### src/hw/ppwt_pkg.sv
// package for the pulse period / width timer channel
// assumes a single 200 MHz system clock and an AHB-Lite register slave
package ppwt_pkg;

   // ***************************************************************
   // register map (byte addresses)
   // ***************************************************************
   localparam logic [7:0] ADDR_MODE   = 8'h00;  // channel_mode_reg
   localparam logic [7:0] ADDR_START1 = 8'h04;  // start_reg_first
   localparam logic [7:0] ADDR_START2 = 8'h08;  // start_reg_second
   localparam logic [7:0] ADDR_TIMER  = 8'h0c;  // timer_value_reg
   localparam logic [7:0] ADDR_IRQ_ST = 8'h10;  // sticky status
   localparam logic [7:0] ADDR_IRQ_MK = 8'h14;  // interrupt mask
   localparam logic [7:0] ADDR_COUNT  = 8'h18;  // live counter (read only)

   // ***************************************************************
   // field positions
   // ***************************************************************
   localparam int POS_OP_MODE  = 0;  // op_mode_hi:op_mode_lo
   localparam int POS_EDGE_SEL = 2;  // edge_select_hi:edge_select_lo
   localparam int POS_OVF      = 5;  // overflow_flag
   localparam int POS_SRC_SEL  = 6;  // source_select_hi:source_select_lo
   localparam int POS_RUN0     = 5;  // channel 0 run flag, first start reg
   localparam int POS_RUN1     = 6;  // channel 1 run flag, first start reg
   localparam int POS_RUN5     = 7;  // channel 5 run flag, second start reg
   localparam int POS_IRQ_EDGE = 0;
   localparam int POS_IRQ_OVF  = 1;

   // ***************************************************************
   // encodings and reset values
   // ***************************************************************
   localparam logic [1:0] OPM_MEASURE = 2'h2;
   localparam logic [1:0] EDG_PERIOD  = 2'h0;
   localparam logic [1:0] EDG_WIDTH   = 2'h2;
   localparam logic [1:0] SRC_F1F2    = 2'h0;
   localparam logic [1:0] SRC_F8      = 2'h1;
   localparam logic [1:0] SRC_F32     = 2'h2;
   localparam logic [1:0] SRC_SUBCLOCK_DIV32    = 2'h3;
   localparam logic [7:0] RST_MODE    = 8'h00;
   localparam logic [15:0] RST_CNT    = 16'h0000;
   localparam int DIV_F8  = 8;
   localparam int DIV_F32 = 32;
   localparam int DIV_SUB = 32;

   // grouped prescaler ticks
   typedef struct packed {
      logic f2;
      logic f8;
      logic f32;
      logic subclock_div32;
   } ppwt_tick_s;

endpackage

### src/hw/ppwt_timer.sv
// pulse period / width measurement timer channel with AHB-Lite slave
// assumes measure_pulse_pin and subclk are asynchronous pins
`timescale 1ns/1ps
`default_nettype none
// Overview of operation
// counter counts f1, f2, f8, f32 or subclock divided by 32
// counts up; effective edge copies counter into reload register
// after the copy the counter restarts at zero and keeps counting
// run flag written 1 starts counting, written 0 stops it
// each effective edge after the first raises the interrupt request
// first effective edge after start raises no request
// overflow raises a request and sets the overflow flag together
// mode write at a later tick clears overflow flag while running
// timer value read returns the reload register, not the counter
// timer value writes change neither reload register nor counter
// reload value undefined until second edge after start
// edge select 00 measures falling to falling period
// edge select 10 measures width between every opposite edge
// run flags at bits 5 and 6 of first, bit 7 of second register
// source select 00 f1/f2, 01 f8, 10 f32, 11 subclock/32
// 16-bit counter, overflow on wrap, input sampled on tick
// a distinct op mode code selects pulse measurement
// edge select 01 and 11 are reserved and detect no edges
module ppwt_timer
   import ppwt_pkg::*;
#(
   parameter int CH = 0,          // which channel run flag drives this one
   parameter bit HALF_RATE = 1'b0 // source 00 uses f2 instead of f1
) (
   // clock and reset
   input  wire logic        hclk,
   input  wire logic        hresetn,
   // ahb-lite slave
   input  wire logic        hsel,
   input  wire logic [7:0]  haddr,
   input  wire logic [1:0]  htrans,
   input  wire logic        hwrite,
   input  wire logic [2:0]  hsize,
   input  wire logic        hready,
   input  wire logic [31:0] hwdata,
   output logic [31:0]      hrdata,
   output logic             hreadyout,
   output logic             hresp,
   // pins
   input  wire logic        measure_pulse_pin,
   input  wire logic        subclk,
   // interrupt
   output logic             irq
);
   // ***************************************************************
   // state
   // ***************************************************************
   typedef struct packed {
      logic [1:0]  pin_sync;
      logic [1:0]  sub_sync;
      logic        sub_prev;
      logic        pin_prev;
      logic        wr_pend;
      logic [7:0]  wr_addr;
      logic [7:0]  rd_addr;
      logic        rd_pend;
      logic [7:0]  mode;
      logic [7:0]  start1;
      logic [7:0]  start2;
      logic [15:0] cnt;
      logic [15:0] reload;
      logic        seen_first;
      logic        ovf_tick;   // a tick has passed since overflow was set
      logic [1:0]  irq_st;
      logic [1:0]  irq_mk;
      logic [31:0] rdata;
   } ppwt_state_s;

   ppwt_state_s st_ff, nxt_st;
   ppwt_tick_s  tk;
   logic        f2_tog_ff;
   logic        sub_edge;
   logic        run, tick, edge_hit, wrap, ovf_clr;

   // ***************************************************************
   // prescalers
   // ***************************************************************
   // half rate toggle for f2
   always_ff @(posedge hclk or negedge hresetn) begin
      if (!hresetn) begin
         f2_tog_ff <= 1'b0;
      end else begin
         f2_tog_ff <= ~f2_tog_ff;
      end
   end
   assign tk.f2 = f2_tog_ff;
   assign sub_edge = st_ff.sub_sync[1] & ~st_ff.sub_prev;

   ppwt_divider #(.DIV(DIV_F8)) u_div8 (
      .hclk    (hclk),
      .hresetn (hresetn),
      .en      (1'b1),
      .tick    (tk.f8)
   );
   ppwt_divider #(.DIV(DIV_F32)) u_div32 (
      .hclk    (hclk),
      .hresetn (hresetn),
      .en      (1'b1),
      .tick    (tk.f32)
   );
   ppwt_divider #(.DIV(DIV_SUB)) u_divsub (
      .hclk    (hclk),
      .hresetn (hresetn),
      .en      (sub_edge),
      .tick    (tk.subclock_div32)
   );

   // count source select
   always_comb begin
      case (st_ff.mode[POS_SRC_SEL +: 2])
         SRC_F1F2: tick = HALF_RATE ? tk.f2 : 1'b1;
         SRC_F8:   tick = tk.f8;
         SRC_F32:  tick = tk.f32;
         SRC_SUBCLOCK_DIV32: tick = tk.subclock_div32;
         default:  tick = 1'b0;
      endcase
   end

   // run flag of this channel
   always_comb begin
      case (CH)
         0:       run = st_ff.start1[POS_RUN0];
         1:       run = st_ff.start1[POS_RUN1];
         default: run = st_ff.start2[POS_RUN5];
      endcase
      run = run && (st_ff.mode[POS_OP_MODE +: 2] == OPM_MEASURE);
   end

   // effective edge on the count tick
   always_comb begin
      case (st_ff.mode[POS_EDGE_SEL +: 2])
         EDG_PERIOD: edge_hit = st_ff.pin_prev & ~st_ff.pin_sync[1];
         EDG_WIDTH:  edge_hit = st_ff.pin_prev ^ st_ff.pin_sync[1];
         default:    edge_hit = 1'b0;
      endcase
      edge_hit = edge_hit && run && tick;
   end
   assign wrap = run && tick && !edge_hit && (st_ff.cnt == 16'hffff);

   // ***************************************************************
   // next state
   // ***************************************************************
   always_comb begin
      nxt_st = st_ff;
      nxt_st.pin_sync = {st_ff.pin_sync[0], measure_pulse_pin};
      nxt_st.sub_sync = {st_ff.sub_sync[0], subclk};
      nxt_st.sub_prev = st_ff.sub_sync[1];
      if (tick) begin
         nxt_st.pin_prev = st_ff.pin_sync[1];  // sampled on tick
      end
      // bus address phase capture
      nxt_st.wr_pend = 1'b0;
      nxt_st.rd_pend = 1'b0;
      if (hsel && hready && htrans[1]) begin
         nxt_st.wr_pend = hwrite;
         nxt_st.rd_pend = !hwrite;
         nxt_st.wr_addr = haddr;
         nxt_st.rd_addr = haddr;
      end
      // counter
      if (run && tick) begin
         if (edge_hit) begin
            nxt_st.reload = st_ff.cnt;
            nxt_st.cnt    = RST_CNT;
         end else begin
            nxt_st.cnt = st_ff.cnt + 16'h0001;
         end
         if (st_ff.mode[POS_OVF]) begin
            nxt_st.ovf_tick = 1'b1;
         end
      end
      if (!run) begin
         nxt_st.seen_first = 1'b0;
      end else if (edge_hit) begin
         nxt_st.seen_first = 1'b1;
      end
      // interrupt events; clear first so a set in the same cycle wins
      ovf_clr = 1'b0;
      if (st_ff.wr_pend) begin
         case (st_ff.wr_addr)
            ADDR_MODE: begin
               nxt_st.mode = {hwdata[7:6], 1'b0, st_ff.mode[4], hwdata[3:0]};
               nxt_st.mode[POS_OVF] = st_ff.mode[POS_OVF];
               ovf_clr = st_ff.ovf_tick && run;
            end
            ADDR_START1: nxt_st.start1 = hwdata[7:0];
            ADDR_START2: nxt_st.start2 = hwdata[7:0];
            ADDR_IRQ_ST: nxt_st.irq_st = st_ff.irq_st & ~hwdata[1:0];
            ADDR_IRQ_MK: nxt_st.irq_mk = hwdata[1:0];
            default: ;  // timer value writes ignored
         endcase
      end
      if (ovf_clr) begin
         nxt_st.mode[POS_OVF] = 1'b0;
         nxt_st.ovf_tick      = 1'b0;
      end
      if (edge_hit && st_ff.seen_first) begin
         nxt_st.irq_st[POS_IRQ_EDGE] = 1'b1;
      end
      if (wrap) begin
         nxt_st.irq_st[POS_IRQ_OVF] = 1'b1;
         nxt_st.mode[POS_OVF]       = 1'b1;
         nxt_st.ovf_tick            = 1'b0;
      end
      // read data for the next data phase
      nxt_st.rdata = 32'h0000_0000;
      if (hsel && hready && htrans[1] && !hwrite) begin
         case (haddr)
            ADDR_MODE:   nxt_st.rdata = {24'h000000, nxt_st.mode};
            ADDR_START1: nxt_st.rdata = {24'h000000, nxt_st.start1};
            ADDR_START2: nxt_st.rdata = {24'h000000, nxt_st.start2};
            ADDR_TIMER:  nxt_st.rdata = {16'h0000, nxt_st.reload};
            ADDR_IRQ_ST: nxt_st.rdata = {30'h00000000, nxt_st.irq_st};
            ADDR_IRQ_MK: nxt_st.rdata = {30'h00000000, nxt_st.irq_mk};
            ADDR_COUNT:  nxt_st.rdata = {16'h0000, nxt_st.cnt};
            default:     nxt_st.rdata = 32'h0000_0000;
         endcase
      end
   end

   // state register
   always_ff @(posedge hclk or negedge hresetn) begin
      if (!hresetn) begin
         st_ff <= '0;
      end else begin
         st_ff <= nxt_st;
      end
   end

   // ***************************************************************
   // outputs
   // ***************************************************************
   assign hrdata    = st_ff.rdata;
   assign hreadyout = 1'b1;   // zero wait states
   assign hresp     = 1'b0;   // always okay
   assign irq       = |(st_ff.irq_st & st_ff.irq_mk);
endmodule
`default_nettype wire

### src/hw/ppwt_divider.sv
// prescale divider: one-cycle tick every DIV enables of en
// assumes en is a same-clock strobe
`timescale 1ns/1ps
`default_nettype none
module ppwt_divider
   import ppwt_pkg::*;
#(
   parameter int DIV = 8
) (
   // clock and reset
   input  wire logic hclk,
   input  wire logic hresetn,
   // count enable in, tick out
   input  wire logic en,
   output logic      tick
);
   logic [5:0] cnt_ff;

   // modulo counter, advanced only on cycles with en high
   always_ff @(posedge hclk or negedge hresetn) begin
      if (!hresetn) begin
         cnt_ff <= 6'h00;
      end else if (en) begin
         cnt_ff <= (cnt_ff == 6'(DIV - 1)) ? 6'h00 : cnt_ff + 6'h01;
      end
   end

   assign tick = en && (cnt_ff == 6'(DIV - 1));
endmodule
`default_nettype wire

### config.mk
export PLATFORM = sky130hd
export DESIGN_NAME = ppwt_timer
export DESIGN_NICKNAME = d
export VERILOG_FILES = /design/src/hw/ppwt_pkg.sv /design/src/hw/ppwt_timer.sv /design/src/hw/ppwt_divider.sv
export SDC_FILE = /design/constraint.sdc
export NUM_CORES = 1
export LEC_CHECK = 0
export BUFFER_PORTS_ARGS = -buffer_cell sky130_fd_sc_hd__buf_2
export CAP_MARGIN = 0
export CORE_MARGIN = 1
export CORE_UTILIZATION = 25
export CTS_CLUSTER_SIZE = 12
export DETAILED_ROUTE_END_ITERATION = 10
export GPL_TIMING_DRIVEN = 1
export PLACE_DENSITY = 0.44
export RECOVER_POWER = 25
export SYNTH_ARGS = -nofsm -noshare
export SYNTH_HDL_FRONTEND = slang
export SYNTH_HIERARCHICAL = 1
export SYNTH_SLANG_ARGS = --single-unit
### constraint.sdc
create_clock -name hclk -period 2.2 [get_ports hclk]
set_input_delay 0.33 -clock hclk [delete_from_list [all_inputs] [get_ports hclk]]
set_output_delay 0.33 -clock hclk [all_outputs]
set_load 0.1 [all_outputs]
# After elaboration in Yosys (flattened, before gate mapping)
# Index checks and enable logic that the tools add are counted.
# Widths: inputs -> output; s select.
# totals
elab_cells	102
input_bits	52
register_bits	127
out_inout_bits	35
# classes
n_eq_ne	20
bitwise	8
n_mux	29
reduce_logical	22
addsub	4
# op_table
op	count
$pmux 16 s7	1
$mux 16	3
$eq 8x5->1 const B	5
$mux 32	1
$eq 8x4->1 const B	3
$mux 24	1
$mux 8	3
$add 6x1->6 const B	3
$mux 18	1
$mux 6	3
$add 16x1->16 const B	1
$eq 16x16->1 const B	1
$eq 8x3->1 const B	2
$logic_not 8->1	2
$eq 6x5->1 const B	2
$logic_and 1x1->1	12
$mux 1	10
$eq 2x2->1 const B	4
$eq 6x3->1 const B	1
$mux 2	3
$reduce_bool 3->1	2
$and 2x2->2	2
$logic_not 2->1	2
$mux 4	1
11 further kinds	14

# Longest topological paths before layout
# Gate-level depths: netlist of the first run.
# logic_depth
ltp_word	11
depth_mapped	11
mapped_depth_nobuf	9

# By module
# Netlist of the first run, hierarchy kept.
# by_module_without_submodules
mod	cells_per_inst	n_inst	area_per_inst_um2
ppwt_timer	387	1	4425.5
ppwt_divider (u_div32 ...)	22	2	269.0
ppwt_divider (u_div8)	22	1	284.0

# Least setup slack after synthesis of the first run
# No wires, ideal clock.
# synth_timing
kind	register -> register
from	register u_div32.cnt_ff[0]
to	register st_ff, in the netlist hrdata[6]
path_buffers	1
t_required_ns	2.071
arrival_ns	2.295
stages_incl_launch_ff	11
setup_slack_ns	-0.225
cell_sequence	dfrtp_1 ha_1 nand4_1 nor3b_2 or3b_2 o211a_1 nand2_1 buf_4 mux2_2 a32oi_1 a31oi_1
# synth_lines
item	line_no	text
start: declaration	ppwt_divider.sv:17	logic [5:0] cnt_ff;
start signal: assignment	ppwt_divider.sv:24	cnt_ff <= (cnt_ff == 6'(DIV - 1)) ? 6'h00 : cnt_ff + 6'h01;
end signal: assignment	ppwt_timer.sv:231	st_ff <= nxt_st;
end: declaration	ppwt_timer.sv:74	ppwt_state_s st_ff, nxt_st;

==> results.cfg, run 1 <==
[routing]
drt-initial-drc-count = 182
vias_per_cell = 4.48
num_vias = 3949
wl_mm = 13.4
wl_per_cell_um = 15.2
postRouteAntennaNets = 0
drt-pass1-iter-count = 4
post-route-drc-count = 0

[finish]
fill_cells = 2043
nNetsFinal = 663
drive_gt1_frac = 0.478
diodes = 0
seqCellArea_um2 = 2750
layout_common_cells = dfrtp_1, buf_4, nand2_1
syn2layout_area_growth_pct = 39.6
finish.utilization = 0.359
final_cell_area_um2 = 7320
multiInputGateArea_um2 = 2670
final_common_cell = dfrtp_1

[setup_path]
start_kind = flop
reg2reg_from = st_ff[100]
cpPeakStageDelay_ps = 570
crit_family = simple AND/OR/NAND/NOR gates
cpMaxStageDelayCell = or4b_4
worst-path-stages = 7
ff2ff_path_depth = 7
path_cells = or4b_4 -> nor3b_4 -> buf_4 -> mux2_4 -> a22o_4 -> a211oi_2 -> a31oi_1
reg2reg_slack_ps = -260
cp_num_buf_inv = 1
worst-path-max-fanout = 3
rr_endpoint = hrdata[0]
critical_path_class = flop to flop
crit_required_ps = 2420
worstSetupEndpointType = flop
cp.arrival_ps = 2670

[global_routing]
grt_pass1_vias = 4147
grt_max_degree = 43
grt_pass1_wl_mm = 21.9
antenna_found_initial = 0
gr-total-overflow = 0
grt_util_all_layers = 0.132

[yosys]
synth_top_area_frac = 0.525
ys_seq_area_frac = 0.525
synth_edf_count = 0
yosysTopAreaCell = dfrtp_1
async_flop_share = 1.00
synth_area_leaders = dfrtp_1, mux2_2, buf_4
synth_warnings = 6
synthCells = 453
synthFlopType = dfrtp_1
ys_seq_elements = 110
netlist_area_um2 = 5250
avgSynthCellArea_um2 = 11.6
ys_types = 72

[power_and_ir_drop]
power_density_nw_per_um2 = 730
vdd_drop_max_uv = 428
p_leak_uw = 0.00340
p_total_uw = 5350

[place]
place_congestion = 0.751
hpwlAfterDp_mm = 9.27
placed_cell_area_um2 = 6210
port-buffer-count = 40

[clock_network]
clk_latency_ps = 360
cts_buffers = 9
cts_max_path_buffers = 2
root_buffer = clkbuf_16
cts_tree = built
htree_num_levels = 3
cts.clk_slew.worst_paths_ps = 80
cts_sinks = 110

[die]
coreArea_um2 = 20400
start_util = 0.257
row_count = 52
die_w_um = 147
die_h_um = 147
ios = 87
die_area_um2 = 21600

[timing]
relSlewSlack = 0.263
clock.fmax_mhz = 407
slew_violations = 0
whs_ps = 70.0
hold_viol = 0
finalSetupViolations = 26
finalCriticalPeriod_ps = 2460
rsz0062_at_grt = true
worst_clock_skew_ps = 12.0
tightest_slew_ps = 1110
fin_crit_sh = 1.12
fin_ws_ps = -256

[worst_hold_path]
hold_depth = 1
hp-class = input pin to flop
hp-start = subclk
holdPathEnd = nxt_st[115]

[job]
maxCapViolations = 0

[run_status]
violations = negative setup slack
status = finished, violations left
power by group:
group          leakage (µW)  switching (µW)  internal [µW]
registers           0.00145             159           2250
clock network      0.000147             769            892
logic               0.00180             604            679
total               0.00340            1530           3820
flip-flops by register name (all words and copies together), names as in the netlist:
| register | count |
|---|---|
| st_ff | 73 |
| u_div8/cnt_ff | 6 |
| u_div32/cnt_ff | 6 |
| nxt_st | 3 |
| u_divsub/cnt_ff | 6 |
| hrdata | 16 |
worst max path at each step:
stage	from	end	slack, ps
floorplan	u_divsub/cnt_ff[0]	hrdata[6]	-40
global placement	u_div32/cnt_ff[0]	hrdata[5]	-320
detailed placement	u_div32/cnt_ff[0]	hrdata[5]	-350
CTS	st_ff[100]	hrdata[7]	-270
global route	st_ff[100]	hrdata[7]	-360
finish	st_ff[100]	hrdata[0]	-260
through the flow:
| step | std cells | setup TNS [ps] | setup WS [ps] |
|---|---|---|---|
| floorplan | 481 | -96.4 | -44.4 |
| global placement | 820 | -6280 | -318 |
| detailed placement | 820 | -7640 | -346 |
| CTS | 873 | -2560 | -272 |
| global route | 881 | -6110 | -360 |
| finish | 881 | -2540 | -256 |
Yosys cell counts, drive strengths merged (5+ instances only):
cell    instances
buf            39
xnor2          14
a21oi           6
nand2          48
mux2           50
a31oi           6
ha              5
o21ai          16
nor4            5
nand3          15
a22oi           7
clkbuf          5
nor2           32
nand4          14
dfrtp         110
and3            7
xor2            9
cell families (layout without fill, tap and decap cells):
group	after synthesis	after routing	share of synthesized area
xor gates and xnor gates	23	23	0.0384
AOI/OAI and AO/OA	62	62	0.0856
DFF	110	110	0.525
other	2	30	0.00143
and+or+nand+nor	152	152	0.162
adders and majority gates	5	5	0.0119
buffers and inverters	49	179	0.0663
muxes	50	50	0.109
routing by layer:
| metal | global-route usage | wire [µm] |
|---|---|---|
| met1 | 0.170 | 6130 |
| met2 | 0.213 | 6590 |
| met3 | 0.0332 | 440 |
| met4 | 0.0464 | 263 |
| met5 | 0 | 0 |
timing repair:
| action | 4_1_cts | 5_1_grt |
|---|---|---|
| gates cloned | 1 | 0 |
| pin swaps | 27 | 29 |
| hold buffers | 1 | 0 |
| endpoints found under the hold margin | 27 | 0 |
| endpoints found under the setup margin | 38 | 38 |
| setup buffers | 37 | 13 |
| resized for setup | 64 | 44 |
worst reg2reg max path, stage by stage, from the launching register on:
cell and delay (ps):
dfrtp_1 400, or4b_4 570, nor3b_4 320, buf_4 190, mux2_4 310, a22o_4 230, a211oi_2 180, a31oi_1 120
cell type report:
type | instances | share of cell area
flip-flops and latches | 110 | 0.376
multi-input cells | 322 | 0.365
repair buffers | 158 | 0.170
well taps | 270 | 0.0461
clock buffers | 10 | 0.0313
clock inverters | 6 | 0.00957
inverters | 5 | 0.00256
(Power assumes the default switching activity.)
==> inputs of run 2 (changes only) <==
--- a/config.mk
+++ b/config.mk
@@ -12,7 +12,7 @@
 export CTS_CLUSTER_SIZE = 12
 export DETAILED_ROUTE_END_ITERATION = 10
 export GPL_TIMING_DRIVEN = 1
-export PLACE_DENSITY = 0.44
+export PLACE_DENSITY = 0.48
 export RECOVER_POWER = 25
 export SYNTH_ARGS = -nofsm -noshare
 export SYNTH_HDL_FRONTEND = slang
==> results.cfg, run 2 (synthesis gave the netlist of run 1 again) <==
[die]
die_h_um = 147
start_util = 0.257
ios = 87
coreArea_um2 = 20400
die_area_um2 = 21600
die_w_um = 147
row_count = 52

[clock_network]
cts_buffers = 9
htree_num_levels = 3
root_buffer = clkbuf_16
cts.clk_slew.worst_paths_ps = 80
cts_max_path_buffers = 2
cts_sinks = 110
clk_latency_ps = 370
cts_tree = built

[run_status]
violations = negative setup slack
status = finished, violations left

[setup_path]
cp.arrival_ps = 2720
critical_path_class = flop to flop
worst-path-max-fanout = 3
rr_endpoint = hrdata[3]
reg2reg_from = st_ff[102]
reg2reg_slack_ps = -280
ff2ff_path_depth = 7
start_kind = flop
worstSetupEndpointType = flop
crit_required_ps = 2440

[timing]
tns_ps = -2760
slew_violations = 0
whs_ps = 63.1
tightest_slew_ps = 987
finalCriticalPeriod_ps = 2480
clock.fmax_mhz = 404
finalSetupViolations = 25
rsz0062_at_grt = true
worst_clock_skew_ps = 12.5
relSlewSlack = 0.342
fin_crit_sh = 1.13
hold_viol = 0
fin_ws_ps = -277

[finish]
nNetsFinal = 641
fin_cells = 859
seqCellArea_um2 = 2750
largest_reg_flops = 73
layout_common_cells = dfrtp_1, buf_4, nand2_1
top_register = st_ff
drive_gt1_frac = 0.447
fill_cells = 2082
diodes = 0
multiInputGateArea_um2 = 2630
final_cell_area_um2 = 7050
syn2layout_area_growth_pct = 34.4
final_common_cell = dfrtp_1

[routing]
drt-initial-drc-count = 152
vias_per_cell = 4.44
post-route-drc-count = 0
num_vias = 3810
postRouteAntennaNets = 0
wl_mm = 12.9
wl_per_cell_um = 15.0
drt-pass1-iter-count = 6

[global_routing]
grt_max_degree = 43
grt_util_all_layers = 0.128
grt_pass1_wl_mm = 21.4
gr-total-overflow = 0
grt_pass1_vias = 4004
antenna_found_initial = 0

[place]
port-buffer-count = 40
placed_cell_area_um2 = 6210
post-place-ws_ps = -358
hpwlAfterDp_mm = 9.29
place_congestion = 0.790
dp.cells = 823

[worst_hold_path]
hp-start = subclk
holdPathEnd = nxt_st[115]
hold_depth = 1
hp-class = input pin to flop

[job]
maxCapViolations = 0

[power_and_ir_drop]
p_leak_uw = 0.00322
power_density_nw_per_um2 = 748
vdd_drop_max_uv = 405
run 2: changes by cell type in the layout (fill, tap and decap cells not counted), moves of 2 or more:
cell | before | now
o21ai_1 | 4 | 8
clkinv_4 | 3 | 1
nand2_1 | 41 | 43
mux2_2 | 32 | 36
buf_6 | 21 | 12
nand2_2 | 6 | 4
buf_12 | 6 | 3
buf_4 | 87 | 77
o21ai_2 | 5 | 2
mux2_4 | 16 | 12
xor2_2 | 2 | 4
run 2: metal layers:
metal	global-route usage	vias up	part of all wire
met3	0.0252	22	0.032
met4	0.0594	0	0.025
met2	0.210	68	0.50
met5	0	-	0
met1	0.162	1905	0.44
li1	-	1815	-
run 2: cell type report:
type                    instances  area share
repair buffers                136       0.143
clock inverters                 6      0.0114
multi-input cells             322       0.373
flip-flops and latches        110       0.390
well taps                     270      0.0479
clock buffers                  10      0.0325
inverters                       5     0.00266
run 2: where the power goes:
part           internal [µW]  switching, µW
registers               2240            148
logic                    594            581
clock network            904            801
run 2: what timing repair did:
action                                  CTS  global route
gates cloned                              1             0
endpoints found under the hold margin    31             0
gates resized for setup                  62            27
setup buffers                            14             5
endpoints found under the setup margin   40            32
hold buffers                              1             0
pin swaps                                35            22
run 2: stage by stage:
stage,util,power (µW)
floorplan,-,3030
global placement,0.304,3480
detailed placement,0.304,3530
CTS,0.338,5330
global route,0.345,5560
finish,0.345,5270
run 2: critical path, stage by stage (launching register included):
cell and delay, ps:
dfrtp_1 380, or4b_4 590, nor3b_4 340, buf_6 150
mux2_4 300, a222oi_1 350, buf_4 180, a31oi_1 60
run 2: worst max path at each step:
stage | slack (ps) | depth (start not counted) | to | startpoint
global route | -360 | 7 | hrdata[3] | st_ff[101]
global placement | -370 | 11 | hrdata[4] | u_div32/cnt_ff[0]
CTS | -240 | 7 | hrdata[3] | st_ff[101]
floorplan | -40 | 10 | hrdata[6] | u_divsub/cnt_ff[0]
detailed placement | -360 | 11 | hrdata[4] | u_div32/cnt_ff[0]
finish | -280 | 7 | hrdata[3] | st_ff[102]
